==> src/pkg/i2m_pkg.sv <==
// Constants and types for the multi-address 10-bit I2C target matcher.
// How it works
// (RULE1) Up to four enabled 10-bit own addresses are held and matched.
// (RULE2) A 10-bit address arrives as two bytes after a start condition.
// (RULE3) First byte is 11110, two upper address bits, then read/write bit.
// (RULE4) Second byte holds the low eight bits, compared against own addresses.
// (RULE5) First byte is acknowledged when it is a write header whose upper bits match any own address.
// (RULE6) Second byte is acknowledged only when all ten bits match one address.
// (RULE7) Upper bits of one address with low bits of another are refused.
// (RULE8) The addressed state and data reception follow only a full match.
// (RULE9) Software should give all own addresses identical upper two bits.
// (RULE10) First-byte candidates are kept; second byte compares only against them.
package i2m_pkg;

  localparam int unsigned NUM_ADDR = 4;
  localparam int unsigned ADDR_W   = 10;
  localparam int unsigned BYTE_W   = 8;
  localparam int unsigned IDX_W    = 2;

  // Header byte layout.
  localparam logic [4:0] HDR_PREFIX = 5'h1e;
  localparam int unsigned HDR_PFX_HI = 7;
  localparam int unsigned HDR_PFX_LO = 3;
  localparam int unsigned HDR_UP_HI  = 2;
  localparam int unsigned HDR_UP_LO  = 1;
  localparam int unsigned HDR_RW     = 0;
  localparam int unsigned ADDR_UP_HI = 9;
  localparam int unsigned ADDR_UP_LO = 8;
  localparam int unsigned ADDR_LO_HI = 7;

  // Bit counter value of the eighth bit of a byte.
  localparam logic [2:0] BIT_LAST = 3'h7;

  // Acknowledge slot phases.
  localparam logic [1:0] PH_FALL1 = 2'h0;
  localparam logic [1:0] PH_RISE  = 2'h1;
  localparam logic [1:0] PH_FALL2 = 2'h2;

  // Idle level of the synchronised bus lines.
  localparam logic BUS_IDLE = 1'h1;

  typedef enum logic [2:0] {
    ST_IDLE     = 3'b000,
    ST_HDR      = 3'b001,
    ST_HDR_ACK  = 3'b010,
    ST_LOW      = 3'b011,
    ST_LOW_ACK  = 3'b100,
    ST_DATA     = 3'b101,
    ST_DATA_ACK = 3'b110
  } i2m_state_t;

  // Lowest set bit of a match vector as an index.
  function automatic logic [IDX_W-1:0] i2m_first(input logic [NUM_ADDR-1:0] v);
    logic [IDX_W-1:0] r;
    r = '0;
    for (int i = NUM_ADDR - 1; i >= 0; i--) begin
      if (v[i]) begin
        r = IDX_W'(i);
      end
    end
    return r;
  endfunction : i2m_first

endpackage : i2m_pkg

==> src/rtl/i2m_buf2.sv <==
// Two-entry buffer between the byte receiver and the user side.
`timescale 1ns/10ps
`default_nettype none
module i2m_buf2
  import i2m_pkg::*;
(
  input  wire logic              i_mclk,    // System clock.
  input  wire logic              i_arst_n,  // Asynchronous reset, active low.
  input  wire logic              i_ce,      // Clock enable.
  input  wire logic              i_valid,   // Fill side word valid.
  input  wire logic [BYTE_W-1:0] i_data,    // Fill side word.
  output logic                   o_ready,   // Room for a word.
  output logic                   o_valid,   // Drain side word valid.
  output logic      [BYTE_W-1:0] o_data,    // Drain side word, registered.
  input  wire logic              i_ready    // Drain side accepts.
);

  typedef struct packed {
    logic              hv;
    logic [BYTE_W-1:0] hd;
    logic              tv;
    logic [BYTE_W-1:0] td;
  } i2m_buf_t;

  i2m_buf_t q;
  i2m_buf_t d;
  logic     pop;
  logic     push;

  assign pop     = q.hv & i_ready;
  assign push    = i_valid & ~q.tv;
  assign o_ready = ~q.tv;

  // The head slot is the output register; the tail slot moves up on a pop.
  always_comb begin
    d = q;
    if (pop) begin
      d.hv = q.tv;
      d.hd = q.td;
      d.tv = 1'b0;
    end
    if (push) begin
      if (!d.hv) begin
        d.hv = 1'b1;
        d.hd = i_data;
      end else begin
        d.tv = 1'b1;
        d.td = i_data;
      end
    end
  end

  always_ff @(posedge i_mclk or negedge i_arst_n) begin
    if (!i_arst_n) begin
      q <= '0;
    end else if (i_ce) begin
      q <= d;
    end
  end

  assign o_valid = q.hv;
  assign o_data  = q.hd;

endmodule : i2m_buf2
`default_nettype wire

==> src/rtl/i2m_sync.sv <==
// Three-stage input synchroniser with agreement filter for the bus lines.
`timescale 1ns/10ps
`default_nettype none
module i2m_sync
  import i2m_pkg::*;
#(
  parameter int unsigned W = 2
) (
  input  wire logic         i_mclk,   // System clock.
  input  wire logic         i_arst_n, // Asynchronous reset, active low.
  input  wire logic         i_ce,     // Clock enable.
  input  wire logic [W-1:0] i_async,  // Lines from the pins.
  output logic      [W-1:0] o_sync    // Filtered lines, combined from the stages without a register.
);

  typedef struct packed {
    logic [W-1:0] s1;
    logic [W-1:0] s2;
    logic [W-1:0] s3;
    logic [W-1:0] val;
  } i2m_sync_t;

  i2m_sync_t q;
  i2m_sync_t d;

  // The first stage feeds only the second; the value moves once stages two
  // and three agree, which rejects single-sample glitches.
  always_comb begin
    d    = q;
    d.s1 = i_async;
    d.s2 = q.s1;
    d.s3 = q.s2;
    for (int i = 0; i < W; i++) begin
      if (q.s2[i] == q.s3[i]) begin
        d.val[i] = q.s3[i];
      end
    end
  end

  always_ff @(posedge i_mclk or negedge i_arst_n) begin
    if (!i_arst_n) begin
      q <= {4{{W{BUS_IDLE}}}};
    end else if (i_ce) begin
      q <= d;
    end
  end

  // The agreed value is used without a further register. One more cycle
  // would push the acknowledge past the low half of the bus clock.
  assign o_sync = (q.s3 & ~(q.s2 ^ q.s3)) | (q.val & (q.s2 ^ q.s3));

endmodule : i2m_sync
`default_nettype wire

==> src/rtl/i2m_target.sv <==
// I2C target with four 10-bit own addresses and strict full-address match.
`timescale 1ns/10ps
`default_nettype none
module i2m_target
  import i2m_pkg::*;
(
  input  wire logic                             i_mclk,      // 50 MHz clock.
  input  wire logic                             i_arst_n,    // Reset, low.
  input  wire logic                             i_ce,        // Clock enable.
  input  wire logic                             i_scl,       // Bus clock pin.
  input  wire logic                             i_sda,       // Bus data pin.
  output logic                                  o_sda_o,     // Data out, 0.
  output logic                                  o_sda_oe,    // Pull data low.
  input  wire logic [NUM_ADDR-1:0][ADDR_W-1:0]  i_own_addr,  // Own addresses.
  input  wire logic [NUM_ADDR-1:0]              i_own_en,    // Address enables.
  output logic                                  o_addressed, // Full match held.
  output logic      [IDX_W-1:0]                 o_hit_idx,   // Matched address.
  output logic                                  o_rx_valid,  // Byte valid.
  output logic      [BYTE_W-1:0]                o_rx_data,   // Received byte.
  input  wire logic                             i_rx_ready   // Byte taken.
);

  typedef struct packed {
    i2m_state_t        st;
    logic [BYTE_W-1:0] sh;
    logic [2:0]        cnt;
    logic [1:0]        ph;
    logic              ack;
    logic [NUM_ADDR-1:0] cand;
    logic [IDX_W-1:0]  hit;
    logic              addressed;
    logic              oe;
    logic              scl;
    logic              sda;
    logic              push;
    logic [BYTE_W-1:0] pdat;
  } i2m_tgt_t;

  i2m_tgt_t            q;
  i2m_tgt_t            d;
  logic [1:0]          bus;
  logic                s_scl;
  logic                s_sda;
  logic                buf_ready;
  logic [BYTE_W-1:0]   sh_n;
  logic [NUM_ADDR-1:0] up_w;
  logic [NUM_ADDR-1:0] full_w;
  logic                hdr_ok;

  i2m_sync #(
    .W (2)
  ) u_sync (
    .i_mclk   (i_mclk),
    .i_arst_n (i_arst_n),
    .i_ce     (i_ce),
    .i_async  ({i_scl, i_sda}),
    .o_sync   (bus)
  );

  assign s_scl = bus[1];
  assign s_sda = bus[0];

  // Byte as it stands once the current bit is shifted in.
  assign sh_n = {q.sh[BYTE_W-2:0], s_sda};

  // Per-address comparison of upper bits and of the low byte.
  for (genvar g = 0; g < NUM_ADDR; g++) begin : g_cmp
    assign up_w[g] = i_own_en[g] &&
      (i_own_addr[g][ADDR_UP_HI:ADDR_UP_LO] == sh_n[HDR_UP_HI:HDR_UP_LO]); // [RULE1] [RULE5]
    assign full_w[g] = q.cand[g] &&
      (i_own_addr[g][ADDR_LO_HI:0] == sh_n); // [RULE4] [RULE6] [RULE7] [RULE10]
  end

  assign hdr_ok = (sh_n[HDR_PFX_HI:HDR_PFX_LO] == HDR_PREFIX) &&
                  !sh_n[HDR_RW]; // [RULE3]

  always_comb begin
    logic rise;
    logic fall;
    logic start;
    logic stop;
    rise   = s_scl & ~q.scl;
    fall   = ~s_scl & q.scl;
    start  = s_scl & q.scl & q.sda & ~s_sda;
    stop   = s_scl & q.scl & ~q.sda & s_sda;
    d      = q;
    d.scl  = s_scl;
    d.sda  = s_sda;
    d.push = 1'b0;
    if (start) begin
      d.st        = ST_HDR; // [RULE2]
      d.cnt       = '0;
      d.oe        = 1'b0;
      d.addressed = 1'b0;
    end else if (stop) begin
      d.st        = ST_IDLE;
      d.oe        = 1'b0;
      d.addressed = 1'b0;
    end else begin
      case (q.st)
        ST_HDR, ST_LOW, ST_DATA: begin
          if (rise) begin
            d.sh  = sh_n;
            d.cnt = q.cnt + 3'h1;
            if (q.cnt == BIT_LAST) begin
              d.ph = PH_FALL1;
              if (q.st == ST_HDR) begin
                d.cand = up_w; // [RULE10]
                d.ack  = hdr_ok && (|up_w); // [RULE5]
                d.st   = ST_HDR_ACK;
              end else if (q.st == ST_LOW) begin
                d.ack = |full_w; // [RULE6] [RULE7]
                d.hit = i2m_first(full_w);
                d.st  = ST_LOW_ACK;
              end else begin
                d.ack  = buf_ready;
                d.push = buf_ready;
                d.pdat = sh_n;
                d.st   = ST_DATA_ACK;
              end
            end
          end
        end
        ST_HDR_ACK, ST_LOW_ACK, ST_DATA_ACK: begin
          if (fall && q.ph == PH_FALL1) begin
            d.oe = q.ack;
            d.ph = PH_RISE;
          end else if (rise && q.ph == PH_RISE) begin
            d.ph = PH_FALL2;
          end else if (fall && q.ph == PH_FALL2) begin
            d.oe  = 1'b0;
            d.cnt = '0;
            if (!q.ack) begin
              d.st        = ST_IDLE; // [RULE10]
              d.addressed = 1'b0;
            end else if (q.st == ST_HDR_ACK) begin
              d.st = ST_LOW; // [RULE2]
            end else begin
              d.st        = ST_DATA; // [RULE8]
              d.addressed = 1'b1;
            end
          end
        end
        default: begin
          d.oe = 1'b0;
        end
      endcase
    end
  end

  always_ff @(posedge i_mclk or negedge i_arst_n) begin
    if (!i_arst_n) begin
      q     <= '0;
      q.scl <= BUS_IDLE;
      q.sda <= BUS_IDLE;
    end else if (i_ce) begin
      q <= d;
    end
  end

  // Only bytes of a fully matched transfer enter the buffer.
  i2m_buf2 u_buf (
    .i_mclk   (i_mclk),
    .i_arst_n (i_arst_n),
    .i_ce     (i_ce),
    .i_valid  (q.push), // [RULE8]
    .i_data   (q.pdat),
    .o_ready  (buf_ready),
    .o_valid  (o_rx_valid),
    .o_data   (o_rx_data),
    .i_ready  (i_rx_ready)
  );

  assign o_sda_o     = 1'b0;
  assign o_sda_oe    = q.oe;
  assign o_addressed = q.addressed;
  assign o_hit_idx   = q.hit;

endmodule : i2m_target
`default_nettype wire

==> config.mk <==
export PLATFORM = sky130hd
export DESIGN_NAME = i2m_target
export DESIGN_NICKNAME = d
export VERILOG_FILES = /design/src/pkg/i2m_pkg.sv /design/src/rtl/i2m_buf2.sv /design/src/rtl/i2m_sync.sv /design/src/rtl/i2m_target.sv
export SDC_FILE = /design/constraint.sdc
export NUM_CORES = 1
export LEC_CHECK = 0
export BUFFER_PORTS_ARGS = -buffer_cell sky130_fd_sc_hd__buf_4
export CAP_MARGIN = 20
export CORE_ASPECT_RATIO = 1.25
export CORE_MARGIN = 1
export CORE_UTILIZATION = 36
export CTS_CLUSTER_DIAMETER = 30
export DETAILED_ROUTE_END_ITERATION = 6
export PLACE_DENSITY = 0.62
export SLEW_MARGIN = 20
export SYNTH_ARGS = -nofsm -noshare
export SYNTH_HDL_FRONTEND = slang
export SYNTH_HIERARCHICAL = 1
export SYNTH_SLANG_ARGS = --single-unit
==> constraint.sdc <==
create_clock -name i_mclk -period 2.26 [get_ports i_mclk]
set_clock_uncertainty 0.2 [all_clocks]
set_input_delay 0.113 -clock i_mclk [delete_from_list [all_inputs] [get_ports i_mclk]]
set_output_delay 0.113 -clock i_mclk [all_outputs]
set_load 0.01 [all_outputs]
==> reports/metrics.yaml, run 1 <==
clocking:
  clk_pin_slew_ns: 0.05
  numCtsBuffers: 9
  h-tree-depth: 3
  clockBufferDepth: 2
  cts_tree: "built"
  clkLatencyLatePin_ns: 0.32
  clkSinkCount: 61
  cts_root_buf: "clkbuf_16"
detailed_routing:
  drt_wl_total_um: 7560
  antenna_left: 0
  vias: 2690
  vias_per_cell: 4.98
  post_drt_wl_per_cell_um: 14.0
  drc: 0
  drt-initial-drc-count: 121
  drt_pass1_iterations: 4
yosys:
  synth_top_family_by_area: "simple AND/OR/NAND/NOR gates"
  synth-simple-area-share: 0.159
  synth_seq_cells: 61
  synthCells: 325
  ys_warn_count: 6
  synth.area.mux_share: 0.117
  synth_xor_area_frac: 0.0993
  synth_edf_count: 0
  yosysSeqAreaShare: 0.426
  ys_types: 59
  async_flop_share: 1.00
  synthAdderAreaFrac: 0.0125
  synth_ff_type: "dfrtp_1"
  synth_compound_area_frac: 0.105
  syn_area_um2: 3610
  synthesis.nets: 377
  syn_area_per_cell_um2: 11.1
min_path:
  hp-class: "in2reg"
placement:
  numPortBuffers: 62
  gp_congestion: 0.812
  place_ws_ns: -0.0388
  dpl-instance-area_um2: 4220
  hpwl_um: 5700
floorplan:
  coreArea_um2: 9710
  initial_core_util: 0.372
  fp.dieW_um: 91.6
  die_area_um2: 10400
  die_h_um: 114
  io_pins: 64
  rows: 40
sta:
  report.final.hold_viol_count: 0
  finalSetupTns_ns: -0.325
  min_period_ns: 2.32
  timing.final.ws_setup_ns: -0.0558
  fin_crit_sh: 1.02
  relSlewSlack: 0.494
  maxSlewViolCount: 0
  worst-slew-pin-transition_ns: 0.759
  grt_setup_unrepaired: "true"
  max_freq_mhz: 432
  final-setup-viol-count: 7
pwr:
  comb_power_share: 0.304
  leakage_nw: 2.10
  ir_worst_vdd_uv: 323
  clkPwrFrac: 0.329
  pwr-share-seq: 0.366
  p_sw_w: 0.00120
  internal_power_w: 0.00270
  swShare: 0.308
  power_w: 0.00390
  power.density_nw_per_um2: 830
global_route:
  grt_pass1_vias: 2785
  grt_max_degree: 62
  grtUsageTotal: 0.158
  grt_pass1_wl_um: 12900
  grt_antenna_before_repair: 0
  grt.overflow.total: 0
worst_setup_path:
  slowest_delay_ns: 0.53
  required_ns: 2.27
  endpoint_kind: "flop"
  critPathMaxFanout: 10
  critPathArrivalTime_ns: 2.32
  start_kind: "flop"
  cp_slowest_cell: "dfstp_2"
  critical-path-top-delay-family: "flip-flops"
  worstSetupPathType: "reg2reg"
  path_cells: "maj3_2 -> and3b_2 -> nand2_2 -> a31o_4 -> nor3_4 -> buf_12 -> mux2_2"
  cp_num_buf_inv: 1
finish:
  area_growth_pct: 29.9
  n_antenna_cell: 0
  layout-drive-gt1-share: 0.435
  final_util: 0.484
  nets: 461
  finalInstanceArea_um2: 4700
run_status:
  status: "finished with violations"
  violations: "negative setup slack"
flow_run:
  cap_violations: 0
==> flip-flops by register name (all words and copies together) (netlist names) <==
signal         flops
u_buf/q            9
u_buf/o_data       8
u_buf/o_valid      1
o_sda_oe           1
q                 31
u_sync/q           4
u_sync/d           4
o_addressed        1
o_hit_idx          2
==> power groups by stage <==
| stage | logic (W) | registers, W | clock network (W) |
|---|---|---|---|
| finish | 0.00119 | 0.00143 | 0.00128 |
| global route | 0.00130 | 0.00146 | 0.00136 |
| CTS | 0.00117 | 0.00143 | 0.00131 |
| detailed placement | 0.00111 | 0.00144 | 0 |
| global placement | 0.00110 | 0.00144 | 0 |
| floorplan | 0.000863 | 0.00137 | 0 |
==> layout by cell type (no fill, tap or decap), drive strengths merged, types with 10 or more instances in the layout <==
| cell type | synthesis | final |
|---|---|---|
| xor2 | 10 | 10 |
| inv | 9 | 12 |
| dlygate4sd3 | 0 | 13 |
| xnor2 | 31 | 31 |
| nand2 | 11 | 11 |
| dfrtp | 51 | 51 |
| dfstp | 10 | 10 |
| buf | 21 | 90 |
| nand3 | 13 | 13 |
| nand2b | 12 | 12 |
| mux2 | 33 | 33 |
| clkbuf | 9 | 10 |
| nor2 | 11 | 11 |
==> metal layers <==
layer	vias to the layer above	part of all wire	track usage
met1	1275	0.43	0.183
met3	16	0.040	0.0347
met5	-	0	0
met2	71	0.51	0.274
li1	1328	-	-
met4	0	0.020	0.0794
==> cells in the mapped netlist (all sizes together) (2+ instances only) <==
library cell	count	area share
nand2b	12	0.021
xnor2	31	0.075
and2b	2	0.0048
o22ai	2	0.0035
a21oi	8	0.011
nor3	7	0.013
mux2	33	0.10
nor2	11	0.012
nand2	11	0.011
dfrtp	51	0.35
nand4	8	0.014
mux2i	5	0.014
o21ai	6	0.0083
nor4	4	0.0069
nor2b	3	0.0052
a22o	5	0.013
xor2	10	0.024
a21boi	3	0.0062
inv	9	0.0093
o221a	8	0.025
a211oi	3	0.0062
and3	3	0.0052
nand3	13	0.019
or2b	2	0.0045
nand4b	8	0.019
o211ai	2	0.0042
buf	21	0.048
a21o	2	0.0042
nor3b	3	0.012
dfstp	10	0.073
maj3	2	0.0055
clkbuf	9	0.023
a31o	2	0.0048
ha	2	0.0069
==> cell type report <==
type | instances | area [um^2]
timing repair buffer | 103 | 838
sequential | 61 | 1540
clock inverter | 6 | 45.0
fill | 934 | 5010
tap | 126 | 158
clock buffer | 10 | 239
inverter | 9 | 33.8
multi-input combinational | 225 | 1840
==> stage by stage <==
stage | cells | hold slack (ns)
after global placement | 509 | 0.0282
after detailed placement | 509 | 0.0351
after global routing | 540 | 0.122
final | 540 | 0.0904
after CTS | 538 | 0.0686
after floorplan | 325 | -0.383
==> final timing paths <==
kind	startpoint	endpoint	slack, ns	cells after the start
max in group asynchronous	i_arst_n	q[19]$_DFFE_PN0P_	1.16	2
min in group asynchronous	i_arst_n	u_buf/o_data[6]$_DFFE_PN0P_	0.20	2
max reg2reg	u_sync/q[1]$_DFFE_PN1P_	q[27]$_DFFE_PN0P_	-0.06	7
max	u_sync/q[1]$_DFFE_PN1P_	q[27]$_DFFE_PN0P_	-0.06	7
min reg2reg	o_sda_oe$_DFFE_PN0P_	o_sda_oe$_DFFE_PN0P_	0.30	1
min	i_own_addr[2]	q[19]$_DFFE_PN0P_	0.09	5
==> what timing repair did <==
action,CTS,global route
hold buffers,13,0
hold endpoints to repair,60,0
buffers inserted,0,2
pin swaps,1,3
gates resized for setup,5,8
endpoints found under the setup margin,10,16
==> cells by family after synthesis <==
kind of cell               after synthesis
and+or+nand+nor                         92
DFF                                     61
AOI/OAI and AO/OA                       49
xor gates and xnor gates                41
buffers and inverters                   39
muxes                                   38
adders and majority gates                4
other                                    1
==> worst min-delay path: stages <==
cell	delay, ns
buf_4	0.08
xnor2_1	0.06
nand4_1	0.10
nor2b_1	0.14
a211oi_1	0.08
Note: power is estimated with default switching activity, not from simulation.
==> run 2, diff against run 1 <==
- CELL_PAD_IN_SITES_DETAIL_PLACEMENT: unset -> 1
- CELL_PAD_IN_SITES_GLOBAL_PLACEMENT: unset -> 1
- PLACE_DENSITY: 0.62 -> 0.74
==> run 2 against run 1 <==
Net effect:
- the flow still finishes with violations (negative setup slack)
- sequential cell count is the same
- critical path depth unchanged
- cell area increased by 2.2%
- core utilization is 1.1 points higher
- hold slack gained 0.024 ns
- non-clock buffer count grew 13
- combinational power increased by 8%
- clock power shrank 3%
- critical path type unchanged
- critical endpoint is now q[31]$_DFFE_PN0P_
==> reports/metrics.yaml, run 2 (synthesized netlist as in run 1, its figures left out) <==
finish:
  final_util: 0.494  # +0.0107
  finalInstanceArea_um2: 4800  # +2.2%
  n_antenna_cell: 0  # unchanged
  nets: 474  # +2.8%
  num-fill-cells: 1080  # +16%
  multi_input_area_um2: 1870  # +1.7%
  final_common_cell: "buf_4"
  layout-drive-gt1-share: 0.452  # +0.0172
  stdcell_count: 553  # +2.4%
  area_growth_pct: 32.8
  regMostFlops: "q"
  largest_register_ffs: 31  # unchanged
  final_cell_mix: "buf_4 (100), dfrtp_1 (51), xnor2_1 (31)"
  ff_latch_area_um2: 1540  # unchanged
worst_setup_path:
  cp_slowest_cell: "dfstp_2"
  endpoint_kind: "flop"
  r2r_cells: 7  # unchanged
  path_cells: "maj3_2 -> and3b_2 -> nand2_2 -> a31o_4 -> nor3_4 -> buf_12 -> mux2_4"
  required_ns: 2.27  # about the same
  r2r-end: "q[31]$_DFFE_PN0P_"
  r2r_setup_slack_ns: -0.06  # about the same
  slowest_delay_ns: 0.54  # about the same
  critPathMaxFanout: 7  # -3
  critPathArrivalTime_ns: 2.33  # about the same
  reg2reg_from: "u_sync/q[3]$_DFFE_PN1P_"
  start_kind: "flop"
  worstSetupPathType: "reg2reg"
detailed_routing:
  antenna_left: 0  # unchanged
  drt_pass1_iterations: 4  # unchanged
  vias: 2831  # +5.2%
  drc: 0  # unchanged
  drt_wl_total_um: 9440  # +25%
  post_drt_wl_per_cell_um: 17.1  # +22%
  drt-initial-drc-count: 127  # +5.0%
  vias_per_cell: 5.12  # +2.8%
clocking:
  h-tree-depth: 3  # unchanged
  numCtsBuffers: 9  # unchanged
  clkLatencyLatePin_ns: 0.33  # about the same
  cts_tree: "built"
  clkSinkCount: 61  # unchanged
  cts_root_buf: "clkbuf_16"
  clk_pin_slew_ns: 0.05  # about the same
  clockBufferDepth: 2  # unchanged
run_status:
  status: "finished with violations"
  violations: "negative setup slack"
sta:
  max_freq_mhz: 432  # about the same
  fin_crit_sh: 1.02  # about the same
  maxSlewViolCount: 0  # unchanged
  grt_setup_unrepaired: "true"
  worst-slew-pin-transition_ns: 0.785  # +0.0262 ns
  timing.final.ws_setup_ns: -0.0550  # +0.000772 ns
  final-setup-viol-count: 8  # +1
  report.final.hold_viol_count: 0  # unchanged
  min_period_ns: 2.32  # -0.000772 ns
  relSlewSlack: 0.477  # -0.0174
placement:
  numPortBuffers: 62  # unchanged
  dpl-instance-area_um2: 4250  # +0.77%
  gp_congestion: 0.821  # +1.1%
  hpwl_um: 6770  # +19%
  dp_cells: 515  # +1.2%
floorplan:
  die_h_um: 114  # unchanged
  fp.dieW_um: 91.6  # unchanged
  coreArea_um2: 9710  # unchanged
  initial_core_util: 0.372  # unchanged
  io_pins: 64  # unchanged
  die_area_um2: 10400  # unchanged
  rows: 40  # unchanged
pwr:
  internal_power_w: 0.00273  # +0.97%
  swShare: 0.312  # +0.00416
  comb_power_share: 0.324  # +0.020
  p_sw_w: 0.00124  # +3.0%
  leakage_nw: 2.15  # +2.6%
  ir_worst_vdd_uv: 381  # +18%
  pwr-share-seq: 0.362  # -0.004
  clkPwrFrac: 0.314  # -0.015
  power.density_nw_per_um2: 825  # -0.62%
global_route:
  grt_antenna_before_repair: 0  # unchanged
  grt_pass1_wl_um: 15500  # +20%
  grt_max_degree: 62  # unchanged
  grt.overflow.total: 0  # unchanged
  grt_pass1_vias: 3145  # +13%
  grtUsageTotal: 0.195  # +0.0369
min_path:
  hp-class: "in2reg"
  min_from: "i_own_addr[2]"
  hold_depth: 5  # unchanged
  hold_path_end: "q[19]$_DFFE_PN0P_"
flow_run:
  cap_violations: 0  # unchanged
## run 2: cell types whose count changed in the layout (fill, tap and decap cells not counted), moves of 2 or more
| cell | previous run | this run |
|---|---|---|
| mux2_4 | 1 | 7 |
| clkinvlp_4 | 0 | 2 |
| buf_4 | 86 | 100 |
| mux2_2 | 32 | 26 |
| inv_6 | 3 | 0 |
| clkbuf_1 | 0 | 2 |
## run 2: worst max path at each step
| stage | startpoint | end | slack [ns] | cells past startpoint |
|---|---|---|---|---|
| finish | u_sync/q[3]$_DFFE_PN1P_ | q[31]$_DFFE_PN0P_ | -0.06 | 7 |
| floorplan | u_sync/q[1]$_DFFE_PN1P_ | q[25]$_DFFE_PN0P_ | -0.1 | 7 |
| CTS | u_sync/d[3]$_DFFE_PN1P_ | q[31]$_DFFE_PN0P_ | -0.10 | 7 |
| global placement | u_sync/q[0]$_DFFE_PN1P_ | q[29]$_DFFE_PN0P_ | -0.03 | 7 |
| global route | u_sync/q[1]$_DFFE_PN1P_ | q[31]$_DFFE_PN0P_ | -0.13 | 7 |
| detailed placement | u_sync/q[0]$_DFFE_PN1P_ | q[31]$_DFFE_PN0P_ | -0.1 | 7 |
## run 2: timing repair
item | 4_1_cts | 5_1_grt
endpoints found under the hold margin | 59 | 0
setup buffers | 6 | 4
pin swaps | 5 | 7
setup endpoints to repair | 13 | 30
gates resized for setup | 7 | 13
hold buffers | 13 | 0
## run 2: area by class of cell
type	count	area share
tap	126	0.0328
multi-input combinational	225	0.391
clock inverter	4	0.00521
timing repair buffer	116	0.192
inverter	9	0.00704
clock buffer	12	0.0514
sequential	61	0.321
## run 2: through the flow
step | hold slack (ns) | total power [W] | setup WS (ns) | setup TNS (ns)
after floorplan | -0.383 | 0.00223 | -0.0971 | -0.636
after global placement | 0.0317 | 0.00255 | -0.0316 | -0.187
after detailed placement | 0.0374 | 0.00261 | -0.0960 | -0.727
after CTS | 0.0795 | 0.00394 | -0.104 | -0.878
after global routing | 0.138 | 0.00418 | -0.133 | -1.73
final | 0.114 | 0.00396 | -0.0550 | -0.333
## run 2: power by group through the flow
| stage | clock (W) | sequential [W] | combinational (W) |
|---|---|---|---|
| 6_report | 0.00124 | 0.00143 | 0.00128 |
| 5_1_grt | 0.00132 | 0.00146 | 0.00140 |
| 4_1_cts | 0.00128 | 0.00143 | 0.00123 |
| 3_5_place_dp | 0 | 0.00144 | 0.00116 |
| 3_3_place_gp | 0 | 0.00143 | 0.00112 |
| 2_1_floorplan | 0 | 0.00137 | 0.000863 |
## run 2: critical path: cells and delay by family, from the launching register on
family	cells	cell delay, ns
compound gates	1	0.25
fa+ha+maj	1	0.28
mux	1	0.30
simple gates	3	0.45
flops	1	0.54
buf+inv	1	0.16
## run 2: per-layer routing
layer / vias up / global-route usage / share of wire
met5: - / 0 / 0
met4: 0 / 0.0825 / 0.021
met3: 12 / 0.0467 / 0.035
met2: 66 / 0.372 / 0.56
met1: 1413 / 0.201 / 0.38
li1: 1340 / - / -
